==> src/design/hs_cfg.svh <==
`ifndef HS_CFG_SVH
`define HS_CFG_SVH
`define CLK_MHZ 200
`define OWN_ADDR 7'h10
`define C_OPER 8'h01
`define C_CLR 8'h03
`define C_CAP 8'h19
`define C_SBYTE 8'h78
`define C_SWORD 8'h79
`define C_SVOUT 8'h7a
`define C_SIOUT 8'h7b
`define C_SIN 8'h7c
`define C_STEMP 8'h7d
`define C_SMFR 8'h80
`define C_PREV 8'h98
`define C_MID 8'h99
`define C_MMOD 8'h9a
`define C_MREV 8'h9b
`define C_PCYC 8'hd9
`define C_CONV 8'hf3
`define ON_BIT 7
`define OPER_RST 8'h80
`define PIN_RST 7'h01
`define CAP_VAL 8'hb0
`define PREV_VAL 8'h22
`define NO_DATA 8'hff
`define PCYC_S 5
`define TMO_MS 25
`define F_OC 0
`define F_OV 1
`define F_UV 2
`define F_OT 3
`define F_FET 4
`define W_IOC 5
`define W_VOV 6
`define W_VUV 7
`define W_OP 8
`define W_OT 9
`define W_OOV 10
`define W_OUV 11
`define N_LAT 12
`define N_WARN 7
`endif

==> src/design/hs_pkg.sv <==
package hs_pkg;
    typedef logic [7:0] byte_t;
    typedef enum logic [7:0] {
        I_IDLE = 8'h01,
        I_ADDR = 8'h02,
        I_AACK = 8'h04,
        I_WR   = 8'h08,
        I_WACK = 8'h10,
        I_RD   = 8'h20,
        I_RACK = 8'h40,
        I_RNXT = 8'h80
    } i2c_e;
endpackage : hs_pkg

==> src/design/hs_cmd.sv <==
`timescale 1ns/100ps
`default_nettype none
`include "hs_cfg.svh"
module hs_cmd #(
    parameter logic [6:0]  ADDR        = `OWN_ADDR,
    parameter int unsigned PCYC_CYCLES = `PCYC_S * `CLK_MHZ * 1000000,
    parameter int unsigned TMO_CYCLES  = `TMO_MS * `CLK_MHZ * 1000,
    // identity strings, arbitrary values
    parameter logic [31:0] ID_STR  = "XYZC",
    parameter logic [31:0] MOD_STR = "HSC1",
    parameter logic [31:0] REV_STR = "A0"
)(
    input  wire logic               clock,
    input  wire logic               rst_n,
    input  wire logic               scl_in,
    input  wire logic               sda_in,
    output logic                    sda_out,
    output logic                    sda_oe,
    input  wire logic               undervoltage_input,
    input  wire logic               overvoltage_input,
    input  wire logic               power_good_sense_input,
    input  wire logic               hs_permit,
    input  wire logic               oc_timeout_input,
    input  wire logic               overtemp_input,
    input  wire logic               fet_health_input,
    input  wire logic [`N_WARN-1:0] warn_in,
    input  wire logic               alert1_warn_en,
    input  wire logic               alert2_fault_en,
    input  wire logic               alert2_warn_en,
    output logic                    gate_drive,
    output logic                    power_good_output,
    output logic                    fault_n,
    output logic                    alert1,
    output logic                    second_alert_capable_pin,
    output logic                    conv_start,
    output logic                    output_enabled,
    output logic                    power_cycling
);
    import hs_pkg::*;
    localparam int PW = $clog2(PCYC_CYCLES + 1);
    logic [6:0]         pin_s1;
    logic [6:0]         pin_s2;
    logic               uv_ok;
    logic               ov_hi;
    logic               pgs;
    logic               permit;
    logic               seg_stop;
    logic               bus_err;
    logic               addr_hit;
    logic               addr_rd;
    logic               wr_valid;
    byte_t              wr_byte;
    logic               rd_req;
    byte_t              rd_data;
    byte_t              cmd;
    logic [3:0]         idx;
    logic [3:0]         ridx;
    logic               seg_wr;
    logic               p_op_v;
    byte_t              p_op;
    logic               p_clr;
    logic               p_pcyc;
    logic               p_conv;
    byte_t              op_reg;
    logic               on_bit;
    logic               clr_lat;
    logic [`N_LAT-1:0]  sets;
    logic [`N_LAT-1:0]  lat;
    logic               fault_any;
    logic               warn_any;
    logic [PW-1:0]      pc_cnt;
    byte_t              s_in;
    byte_t              s_iout;
    byte_t              s_temp;
    byte_t              s_vout;
    byte_t              s_mfr;
    byte_t              s_byte;
    byte_t              s_hi;
    byte_t              rd_val;

    // block read: count first, then string bytes high to low
    function automatic byte_t str_byte(input logic [31:0] s,
                                       input logic [3:0] len,
                                       input logic [3:0] i);
        byte_t b;
        b = `NO_DATA;
        if (i == 4'h0)
            b = {4'h0, len};
        else if (i <= len)
            b = s[8*(len-i) +: 8];
        return b;
    endfunction : str_byte

    // --------------------------------
    // pin synchronisers
    // --------------------------------
    always_ff @(posedge clock or negedge rst_n)
    begin
        if (!rst_n)
        begin
            pin_s1 <= `PIN_RST; // idle as supply ok, no false uv latch
            pin_s2 <= `PIN_RST;
        end
        else
        begin
            pin_s1 <= {fet_health_input, overtemp_input, oc_timeout_input,
                       hs_permit, power_good_sense_input,
                       overvoltage_input, undervoltage_input};
            pin_s2 <= pin_s1;
        end
    end
    assign uv_ok  = pin_s2[0];
    assign ov_hi  = pin_s2[1];
    assign pgs    = pin_s2[2];
    assign permit = pin_s2[3];

    // --------------------------------
    // bus target
    // --------------------------------
    hs_i2c_target #(
        .ADDR (ADDR),
        .TMO  (TMO_CYCLES)
    ) u_tgt (
        .clock    (clock),
        .rst_n    (rst_n),
        .scl_in   (scl_in),
        .sda_in   (sda_in),
        .sda_oe   (sda_oe),
        .seg_stop (seg_stop),
        .bus_err  (bus_err),
        .addr_hit (addr_hit),
        .addr_rd  (addr_rd),
        .wr_valid (wr_valid),
        .wr_byte  (wr_byte),
        .rd_req   (rd_req),
        .rd_byte  (rd_data)
    );

    always_ff @(posedge clock or negedge rst_n)
    begin
        if (!rst_n)
            sda_out <= 1'b0;
        else
            sda_out <= 1'b0;
    end

    // --------------------------------
    // command capture and pending set
    // --------------------------------
    always_ff @(posedge clock or negedge rst_n)
    begin
        if (!rst_n)
        begin
            cmd    <= '0;
            idx    <= '0;
            seg_wr <= 1'b0;
            p_op_v <= 1'b0;
            p_op   <= '0;
            p_clr  <= 1'b0;
            p_pcyc <= 1'b0;
            p_conv <= 1'b0;
        end
        else if (seg_stop || bus_err)
        begin
            // stop commits, timeout drops; both empty the pending set
            p_op_v <= 1'b0;
            p_clr  <= 1'b0;
            p_pcyc <= 1'b0;
            p_conv <= 1'b0;
            seg_wr <= 1'b0;
        end
        else if (addr_hit)
        begin
            idx    <= addr_rd ? 4'h1 : 4'h0;
            seg_wr <= ~addr_rd;
        end
        else if (rd_req)
            idx <= (idx == 4'hf) ? idx : idx + 1'b1;
        else if (wr_valid && seg_wr)
        begin
            // write data is only held here, acted on at stop
            idx <= (idx == 4'hf) ? idx : idx + 1'b1;
            if (idx == 4'h0)
            begin
                cmd <= wr_byte;
                if (wr_byte == `C_CLR)
                    p_clr <= 1'b1;
                else if (wr_byte == `C_PCYC)
                    p_pcyc <= 1'b1;
                else if (wr_byte == `C_CONV)
                    p_conv <= 1'b1;
            end
            else if (idx == 4'h1 && cmd == `C_OPER)
            begin
                p_op_v <= 1'b1;
                p_op   <= wr_byte;
            end
        end
    end

    // --------------------------------
    // commit at stop, all in one edge
    // --------------------------------
    assign clr_lat = seg_stop & (p_clr | (p_op_v & p_op[`ON_BIT] & ~on_bit));
    assign on_bit  = op_reg[`ON_BIT];

    always_ff @(posedge clock or negedge rst_n)
    begin
        if (!rst_n)
            op_reg <= `OPER_RST;
        else if (seg_stop && p_op_v)
            op_reg <= p_op;
    end

    always_ff @(posedge clock or negedge rst_n)
    begin
        if (!rst_n)
            conv_start <= 1'b0;
        else
            conv_start <= seg_stop & p_conv;
    end

    always_ff @(posedge clock or negedge rst_n)
    begin
        if (!rst_n)
        begin
            pc_cnt        <= '0;
            power_cycling <= 1'b0;
        end
        else if (seg_stop && p_pcyc)
        begin
            pc_cnt        <= PW'(PCYC_CYCLES - 1);
            power_cycling <= 1'b1;
        end
        else if (power_cycling)
        begin
            pc_cnt <= pc_cnt - 1'b1;
            if (pc_cnt == '0)
                power_cycling <= 1'b0;
        end
    end

    // --------------------------------
    // latched status
    // --------------------------------
    assign sets = {warn_in, pin_s2[6], pin_s2[5], ~uv_ok, ov_hi, pin_s2[4]};
    hs_latch #(
        .N (`N_LAT)
    ) u_lat (
        .clock (clock),
        .rst_n (rst_n),
        .set   (sets),
        .clr   (clr_lat),
        .q     (lat)
    );
    assign fault_any = |lat[`F_FET:`F_OC];
    assign warn_any  = |lat[`W_OUV:`W_IOC];

    // --------------------------------
    // gate, power good and pins
    // --------------------------------
    // warnings are kept out of the gate term on purpose
    always_ff @(posedge clock or negedge rst_n)
    begin
        if (!rst_n)
        begin
            gate_drive        <= 1'b0;
            power_good_output <= 1'b0;
            fault_n           <= 1'b1;
            output_enabled    <= 1'b0;
        end
        else
        begin
            gate_drive <= on_bit & uv_ok & ~ov_hi & permit & ~power_cycling
                          & ~lat[`F_OC] & ~lat[`F_OT] & ~lat[`F_FET];
            power_good_output <= gate_drive & pgs & ~fault_any;
            fault_n           <= ~fault_any;
            output_enabled    <= gate_drive;
        end
    end

    always_ff @(posedge clock or negedge rst_n)
    begin
        if (!rst_n)
        begin
            alert1                   <= 1'b0;
            second_alert_capable_pin <= 1'b0;
        end
        else
        begin
            alert1 <= alert1_warn_en & warn_any;
            second_alert_capable_pin <= (alert2_fault_en & fault_any)
                                        | (alert2_warn_en & warn_any);
        end
    end

    // --------------------------------
    // status registers
    // --------------------------------
    assign s_in   = {lat[`F_OV], lat[`W_VOV], lat[`W_VUV], lat[`F_UV],
                     3'h0, lat[`W_OP]};
    assign s_iout = {lat[`F_OC], 1'b0, lat[`W_IOC], 5'h00};
    assign s_temp = {lat[`F_OT], lat[`W_OT], 6'h00};
    assign s_vout = {1'b0, lat[`W_OOV], lat[`W_OUV], 5'h00};
    assign s_mfr  = {7'h00, lat[`F_FET]};
    assign s_byte = {1'b0, ~output_enabled, 1'b0, lat[`F_OC], lat[`F_UV],
                     lat[`F_OT] | lat[`W_OT], 1'b0,
                     lat[`F_OV] | lat[`W_VOV] | lat[`W_VUV] | lat[`W_OP]
                     | lat[`W_IOC] | (|s_vout) | lat[`F_FET]};
    assign s_hi   = {|s_vout, |s_iout, |s_in, |s_mfr, ~power_good_output,
                     2'h0, lat[`F_FET]};

    // --------------------------------
    // read data
    // --------------------------------
    // reads never touch the pending set, so a group stays write only
    assign ridx = addr_hit ? 4'h0 : idx;
    always_comb
    begin
        rd_val = `NO_DATA;
        if (cmd == `C_SBYTE)
            rd_val = s_byte;
        else if (cmd == `C_SWORD)
            rd_val = (ridx == 4'h0) ? s_byte : s_hi;
        else if (cmd == `C_SIN)
            rd_val = s_in;
        else if (cmd == `C_SIOUT)
            rd_val = s_iout;
        else if (cmd == `C_STEMP)
            rd_val = s_temp;
        else if (cmd == `C_SVOUT)
            rd_val = s_vout;
        else if (cmd == `C_SMFR)
            rd_val = s_mfr;
        else if (cmd == `C_OPER)
            rd_val = op_reg;
        else if (cmd == `C_CAP)
            rd_val = `CAP_VAL;
        else if (cmd == `C_PREV)
            rd_val = `PREV_VAL;
        else if (cmd == `C_MID)
            rd_val = str_byte(ID_STR, 4'h4, ridx);
        else if (cmd == `C_MMOD)
            rd_val = str_byte(MOD_STR, 4'h4, ridx);
        else if (cmd == `C_MREV)
            rd_val = str_byte(REV_STR, 4'h2, ridx);
    end

    always_ff @(posedge clock or negedge rst_n)
    begin
        if (!rst_n)
            rd_data <= `NO_DATA;
        else if ((addr_hit && addr_rd) || rd_req)
            rd_data <= rd_val;
    end
endmodule : hs_cmd
`default_nettype wire

==> src/design/hs_i2c_target.sv <==
`timescale 1ns/100ps
`default_nettype none
`include "hs_cfg.svh"
module hs_i2c_target #(
    parameter logic [6:0]  ADDR = `OWN_ADDR,
    parameter int unsigned TMO  = `TMO_MS * `CLK_MHZ * 1000
)(
    input  wire logic          clock,
    input  wire logic          rst_n,
    input  wire logic          scl_in,
    input  wire logic          sda_in,
    output logic               sda_oe,
    output logic               seg_stop,
    output logic               bus_err,
    output logic               addr_hit,
    output logic               addr_rd,
    output logic               wr_valid,
    output hs_pkg::byte_t      wr_byte,
    output logic               rd_req,
    input  wire hs_pkg::byte_t rd_byte
);
    import hs_pkg::*;
    localparam int TW = $clog2(TMO + 1);
    logic [2:0]    scl_s;
    logic [2:0]    sda_s;
    i2c_e          st;
    logic [3:0]    cnt;
    byte_t         sh;
    logic [TW-1:0] tmo;
    logic          rise;
    logic          fall;
    logic          start_c;
    logic          stop_c;
    logic          tmo_hit;
    logic          byte_end;
    // --------------------------------
    // pin sampling and bus conditions
    // --------------------------------
    always_ff @(posedge clock or negedge rst_n)
    begin
        if (!rst_n)
        begin
            scl_s <= 3'h7;
            sda_s <= 3'h7;
        end
        else
        begin
            scl_s <= {scl_s[1:0], scl_in};
            sda_s <= {sda_s[1:0], sda_in};
        end
    end
    assign rise     = scl_s[1] & ~scl_s[2];
    assign fall     = ~scl_s[1] & scl_s[2];
    assign start_c  = scl_s[1] & scl_s[2] & ~sda_s[1] & sda_s[2];
    assign stop_c   = scl_s[1] & scl_s[2] & sda_s[1] & ~sda_s[2];
    assign tmo_hit  = (tmo == TW'(TMO - 1));
    assign byte_end = fall & (cnt == 4'h8);
    // clock stuck low ends the transfer so pending data can be dropped
    always_ff @(posedge clock or negedge rst_n)
    begin
        if (!rst_n)
            tmo <= '0;
        else if (st == I_IDLE || scl_s[1] || tmo_hit)
            tmo <= '0;
        else
            tmo <= tmo + 1'b1;
    end
    // --------------------------------
    // byte engine
    // --------------------------------
    always_ff @(posedge clock or negedge rst_n)
    begin
        if (!rst_n)
        begin
            st     <= I_IDLE;
            cnt    <= '0;
            sh     <= '0;
            sda_oe <= 1'b0;
        end
        else if (start_c)
        begin
            st     <= I_ADDR;
            cnt    <= '0;
            sda_oe <= 1'b0;
        end
        else if (stop_c || tmo_hit)
        begin
            st     <= I_IDLE;
            sda_oe <= 1'b0;
        end
        else
        begin
            case (st)
                I_ADDR, I_WR:
                    if (rise)
                    begin
                        sh  <= {sh[6:0], sda_s[1]};
                        cnt <= cnt + 1'b1;
                    end
                    else if (byte_end)
                    begin
                        cnt <= '0;
                        if (st == I_WR)
                        begin
                            sda_oe <= 1'b1;
                            st     <= I_WACK;
                        end
                        else if (sh[7:1] == ADDR)
                        begin
                            sda_oe <= 1'b1;
                            st     <= I_AACK;
                        end
                        else
                            st <= I_IDLE;
                    end
                I_WACK:
                    if (fall)
                    begin
                        sda_oe <= 1'b0;
                        st     <= I_WR;
                    end
                I_AACK, I_RNXT:
                    if (fall)
                    begin
                        if (st == I_RNXT || sh[0])
                        begin
                            sda_oe <= ~rd_byte[7];
                            sh     <= {rd_byte[6:0], 1'b0};
                            cnt    <= 4'h1;
                            st     <= I_RD;
                        end
                        else
                        begin
                            sda_oe <= 1'b0;
                            st     <= I_WR;
                        end
                    end
                I_RD:
                    if (byte_end)
                    begin
                        sda_oe <= 1'b0;
                        st     <= I_RACK;
                    end
                    else if (fall)
                    begin
                        sda_oe <= ~sh[7];
                        sh     <= {sh[6:0], 1'b0};
                        cnt    <= cnt + 1'b1;
                    end
                I_RACK:
                    if (rise)
                        st <= sda_s[1] ? I_IDLE : I_RNXT;
                default:
                    st <= I_IDLE;
            endcase
        end
    end
    // --------------------------------
    // event pulses
    // --------------------------------
    always_ff @(posedge clock or negedge rst_n)
    begin
        if (!rst_n)
        begin
            seg_stop <= 1'b0;
            bus_err  <= 1'b0;
            addr_hit <= 1'b0;
            addr_rd  <= 1'b0;
            wr_valid <= 1'b0;
            wr_byte  <= '0;
            rd_req   <= 1'b0;
        end
        else
        begin
            seg_stop <= stop_c;
            bus_err  <= tmo_hit;
            addr_hit <= (st == I_ADDR) & byte_end & (sh[7:1] == ADDR);
            if ((st == I_ADDR) & byte_end)
                addr_rd <= sh[0];
            wr_valid <= (st == I_WR) & byte_end & ~start_c & ~stop_c;
            if ((st == I_WR) & byte_end)
                wr_byte <= sh;
            rd_req <= (st == I_RACK) & rise & ~sda_s[1];
        end
    end
endmodule : hs_i2c_target
`default_nettype wire

==> src/design/hs_latch.sv <==
`timescale 1ns/100ps
`default_nettype none
module hs_latch #(
    parameter int N = 12
)(
    input  wire logic         clock,
    input  wire logic         rst_n,
    input  wire logic [N-1:0] set,
    input  wire logic         clr,
    output logic      [N-1:0] q
);
    // set beats clear so a live condition re-latches at once
    always_ff @(posedge clock or negedge rst_n)
    begin
        if (!rst_n)
            q <= '0;
        else
            q <= (q & ~{N{clr}}) | set;
    end
endmodule : hs_latch
`default_nettype wire

==> config.mk <==
export PLATFORM = sky130hd
export DESIGN_NAME = hs_cmd
export DESIGN_NICKNAME = d
export VERILOG_FILES = /design/src/design/hs_pkg.sv /design/src/design/hs_cmd.sv /design/src/design/hs_i2c_target.sv /design/src/design/hs_latch.sv
export VERILOG_INCLUDE_DIRS = /design/src /design/src/design
export SDC_FILE = /design/constraint.sdc
export NUM_CORES = 1
export LEC_CHECK = 0
export CAP_MARGIN = 20
export CORE_MARGIN = 5
export CORE_UTILIZATION = 57
export CTS_BUF_LIST = sky130_fd_sc_hd__clkbuf_2
export DETAILED_ROUTE_END_ITERATION = 8
export DONT_BUFFER_PORTS = 1
export PLACE_DENSITY = 0.72
export SYNTH_ARGS = -nofsm -noshare
export SYNTH_HDL_FRONTEND = slang
export SYNTH_SLANG_ARGS = --single-unit
==> constraint.sdc <==
create_clock -name clock -period 6 [get_ports clock]
set_input_delay 0.9 -clock clock [delete_from_list [all_inputs] [get_ports clock]]
set_output_delay 0.9 -clock clock [all_outputs]
set_load 0.005 [all_outputs]
==> flow_summary.json <==
{
  "drtPass1Iterations": 5,
  "row_count": 44,
  "hold_class": "in2async",
  "cts_tree": "built",
  "p_sw_mw": 0.481,
  "finalHoldViolations": 0,
  "p_int_mw": 1.45,
  "initial_core_util_pct": 58.1,
  "clockBufferDepth": 2,
  "fp.dieW_um": 132,
  "avgSynthCellArea_um2": 10.2,
  "drc": 0,
  "drtIter0Drc": 458,
  "hold_buffers": 1,
  "leakage_nw": 4.01,
  "fin_setup_tns_ps": 0,
  "area_growth_syn_to_layout_pct": 6.03,
  "yosysUniqueCellTypes": 83,
  "cap_violations": 0,
  "cp-endpoint": "rd_data[5]",
  "cts_buffers": 17,
  "synthCells": 827,
  "grt_use_total_pct": 23.5,
  "mostFrequentLayoutCell": "dfrtp_1",
  "async_flop_share_pct": 100,
  "antenna_found_initial": 2,
  "multi_input_area_um2": 3990,
  "power_frac_comb_pct": 1.9,
  "crit_type": "reg2reg",
  "wl_per_cell_um": 19.2,
  "synth-main-ff-cell": "dfrtp_1",
  "rsz0062_at_grt": "no",
  "finalSetupViolCount": 0,
  "postCtsResizedCells": 0,
  "period_share_pct": 53.6,
  "seq_power_share_pct": 59.9,
  "top_regs": "pc_cnt (30), u_tgt.tmo (23), u_lat.q (12)",
  "wirelength_um": 19600,
  "p_clk_share_pct": 38.2,
  "r2r_end": "rd_data[5]",
  "io_pins": 31,
  "worst_pin_slew_ps": 1070,
  "htree_num_levels": 4,
  "clkLatencyLatePin_ps": 760,
  "cp.required_ps": 6700,
  "critPathMaxFanout": 19,
  "die-area_um2": 17400,
  "via_per_inst": 6.12,
  "synth_seq_cells": 169,
  "arrival_ps": 3910,
  "reg2reg_from": "u_tgt.addr_hit",
  "largest_reg_flops": 30,
  "max_slew_margin_pct": 27.7,
  "cts.sinks": 169,
  "reg2regPathDepth": 9,
  "report.final.slew_viol_count": 0,
  "status": "complete, no violations",
  "swShare_pct": 24.9,
  "fmax_mhz": 311,
  "synth_warnings": 0,
  "drive_above_1_share_pct": 15.8,
  "crit_start": "u_tgt.addr_hit",
  "first_global_vias": 6415,
  "place.gp.congestion": 0.941,
  "netlist_top_cells_area": "dfrtp_1, mux2_2, dfstp_2",
  "detailed_place_hpwl_um": 14000,
  "cts.clk_slew.worst_paths_ps": 270,
  "syn-num-nets": 858,
  "die_y_um": 132,
  "rrSetupSlack_ps": 2780,
  "synth_area_um2": 8450,
  "hold_ws_ps": 75.8,
  "seqCellArea_um2": 4250,
  "clk_root_buffer_cell": "clkbuf_2",
  "ys_seq_area_share_pct": 50.4,
  "grt_start_max_net_pins": 170,
  "post_cts_buffers": 0,
  "grt_pass1_wl_um": 33200,
  "critPathLaunchType": "flop",
  "yosysTopAreaCell": "dfrtp_1",
  "io_buffers": 0,
  "min_period_ps": 3220,
  "fin_skew_ps": 29.7,
  "fp.coreArea_um2": 14500,
  "cp-end-kind": "flop",
  "layout.nets": 856,
  "synth_top_area_share_pct": 44.4,
  "top_register": "pc_cnt",
  "globalRoute.totalOverflow": 0,
  "power_density_nw_per_um2": 216,
  "final_cell_mix": "dfrtp_1, nand2_1, nor2_1, mux2_2, o21ai_0",
  "vias": 6264,
  "fillCellCount": 1224,
  "irDropWorstVdd_uv": 157,
  "synth-edff-count": 0,
  "ant_nets": 0
}
kinds of logic (layout without fill, tap and decap cells):
| kind of cell | count (synthesis) | count (layout) | synth area share, % |
|---|---|---|---|
| AND/OR/NAND/NOR | 356 | 356 | 23.0 |
| flip-flops | 169 | 169 | 50.4 |
| AO/OA/AOI/OAI | 142 | 142 | 11.2 |
| buffers and inverters | 52 | 63 | 2.43 |
| multiplexers | 49 | 49 | 6.49 |
| XOR/XNOR | 48 | 48 | 4.98 |
| adder cells (fa/ha/maj) | 10 | 10 | 1.48 |
| other | 1 | 2 | 0.0444 |
per-stage QoR:
stage	power, mW	utilization (%)	setup WS [ps]	instances	area [um2]
2_1_floorplan	1.19	-	3440	827	8450
3_3_place_gp	1.19	59.1	3040	987	8580
3_5_place_dp	1.19	59.1	2940	987	8580
4_1_cts	1.96	61.5	2860	1020	8930
5_1_grt	2.02	61.6	2400	1023	8950
6_report	1.94	61.6	2780	1023	8950
how the worst min path moves through the flow:
| stage | from | end | slack, ps | depth (start not counted) |
|---|---|---|---|---|
| after floorplan | pin_s1[1] | pin_s2[1] | 330 | 0 |
| after global placement | pin_s1[5] | pin_s2[5] | 330 | 0 |
| after detailed placement | pin_s1[5] | pin_s2[5] | 340 | 0 |
| after CTS | scl_in | u_tgt.scl_s[0] | 20 | 0 |
| after global routing | power_good_sense_input | pin_s1[2] | 10 | 0 |
| final | rst_n | pc_cnt[8] | 80 | 1 |
critical path, stage by stage, from the launching register on:
cell and delay (ps):
dfrtp_1 650, nor2b_1 460, inv_1 240, ha_1 370, inv_1 130, a31oi_1 90, o21ai_1 540, a21oi_1 140
nor4_1 340, a221o_1 190
layout make-up:
type,count,share of cell area (%)
inverters,26,1.09
multi-input cells,606,44.5
clock buffers,17,0.950
repair buffers,5,0.699
flip-flops and latches,169,47.5
diodes,1,0.0279
well taps,184,2.57
clock inverters,15,2.64
per-layer routing:
layer / GRT usage, % / up-vias / part of all wire, %
met2: 39.0 / 152 / 49
li1: - / 2952 / -
met5: 0 / - / 0.036
met4: 7.71 / 2 / 2.2
met1: 30.3 / 3131 / 44
met3: 5.77 / 27 / 4.6
synth_stat cells, drive strengths merged, types with 4 or more instances:
cell / count
dfrtp: 150
nand2: 86
nor2: 86
mux2: 46
o21ai: 35
a21oi: 30
nor3: 30
nand3: 27
xnor2: 27
inv: 26
xor2: 21
clkbuf: 19
dfstp: 19
a21o: 18
nor4: 18
nand4: 15
or3: 13
nand2b: 11
ha: 10
nor2b: 10
or4: 10
a31oi: 8
and3: 8
or2: 8
buf: 7
nand3b: 7
and2: 6
o211ai: 6
o311ai: 5
nand4b: 4
or4b: 4
power groups by stage:
stage                     combinational (mW)  sequential, mW  clock [mW]
after floorplan                       0.0113            1.18           0
after global placement                0.0129            1.18           0
after detailed placement              0.0132            1.18           0
after CTS                             0.0375            1.16       0.760
after global routing                  0.0433            1.16       0.816
final                                 0.0367            1.16       0.739
Note: power is estimated with default switching activity, not from simulation.
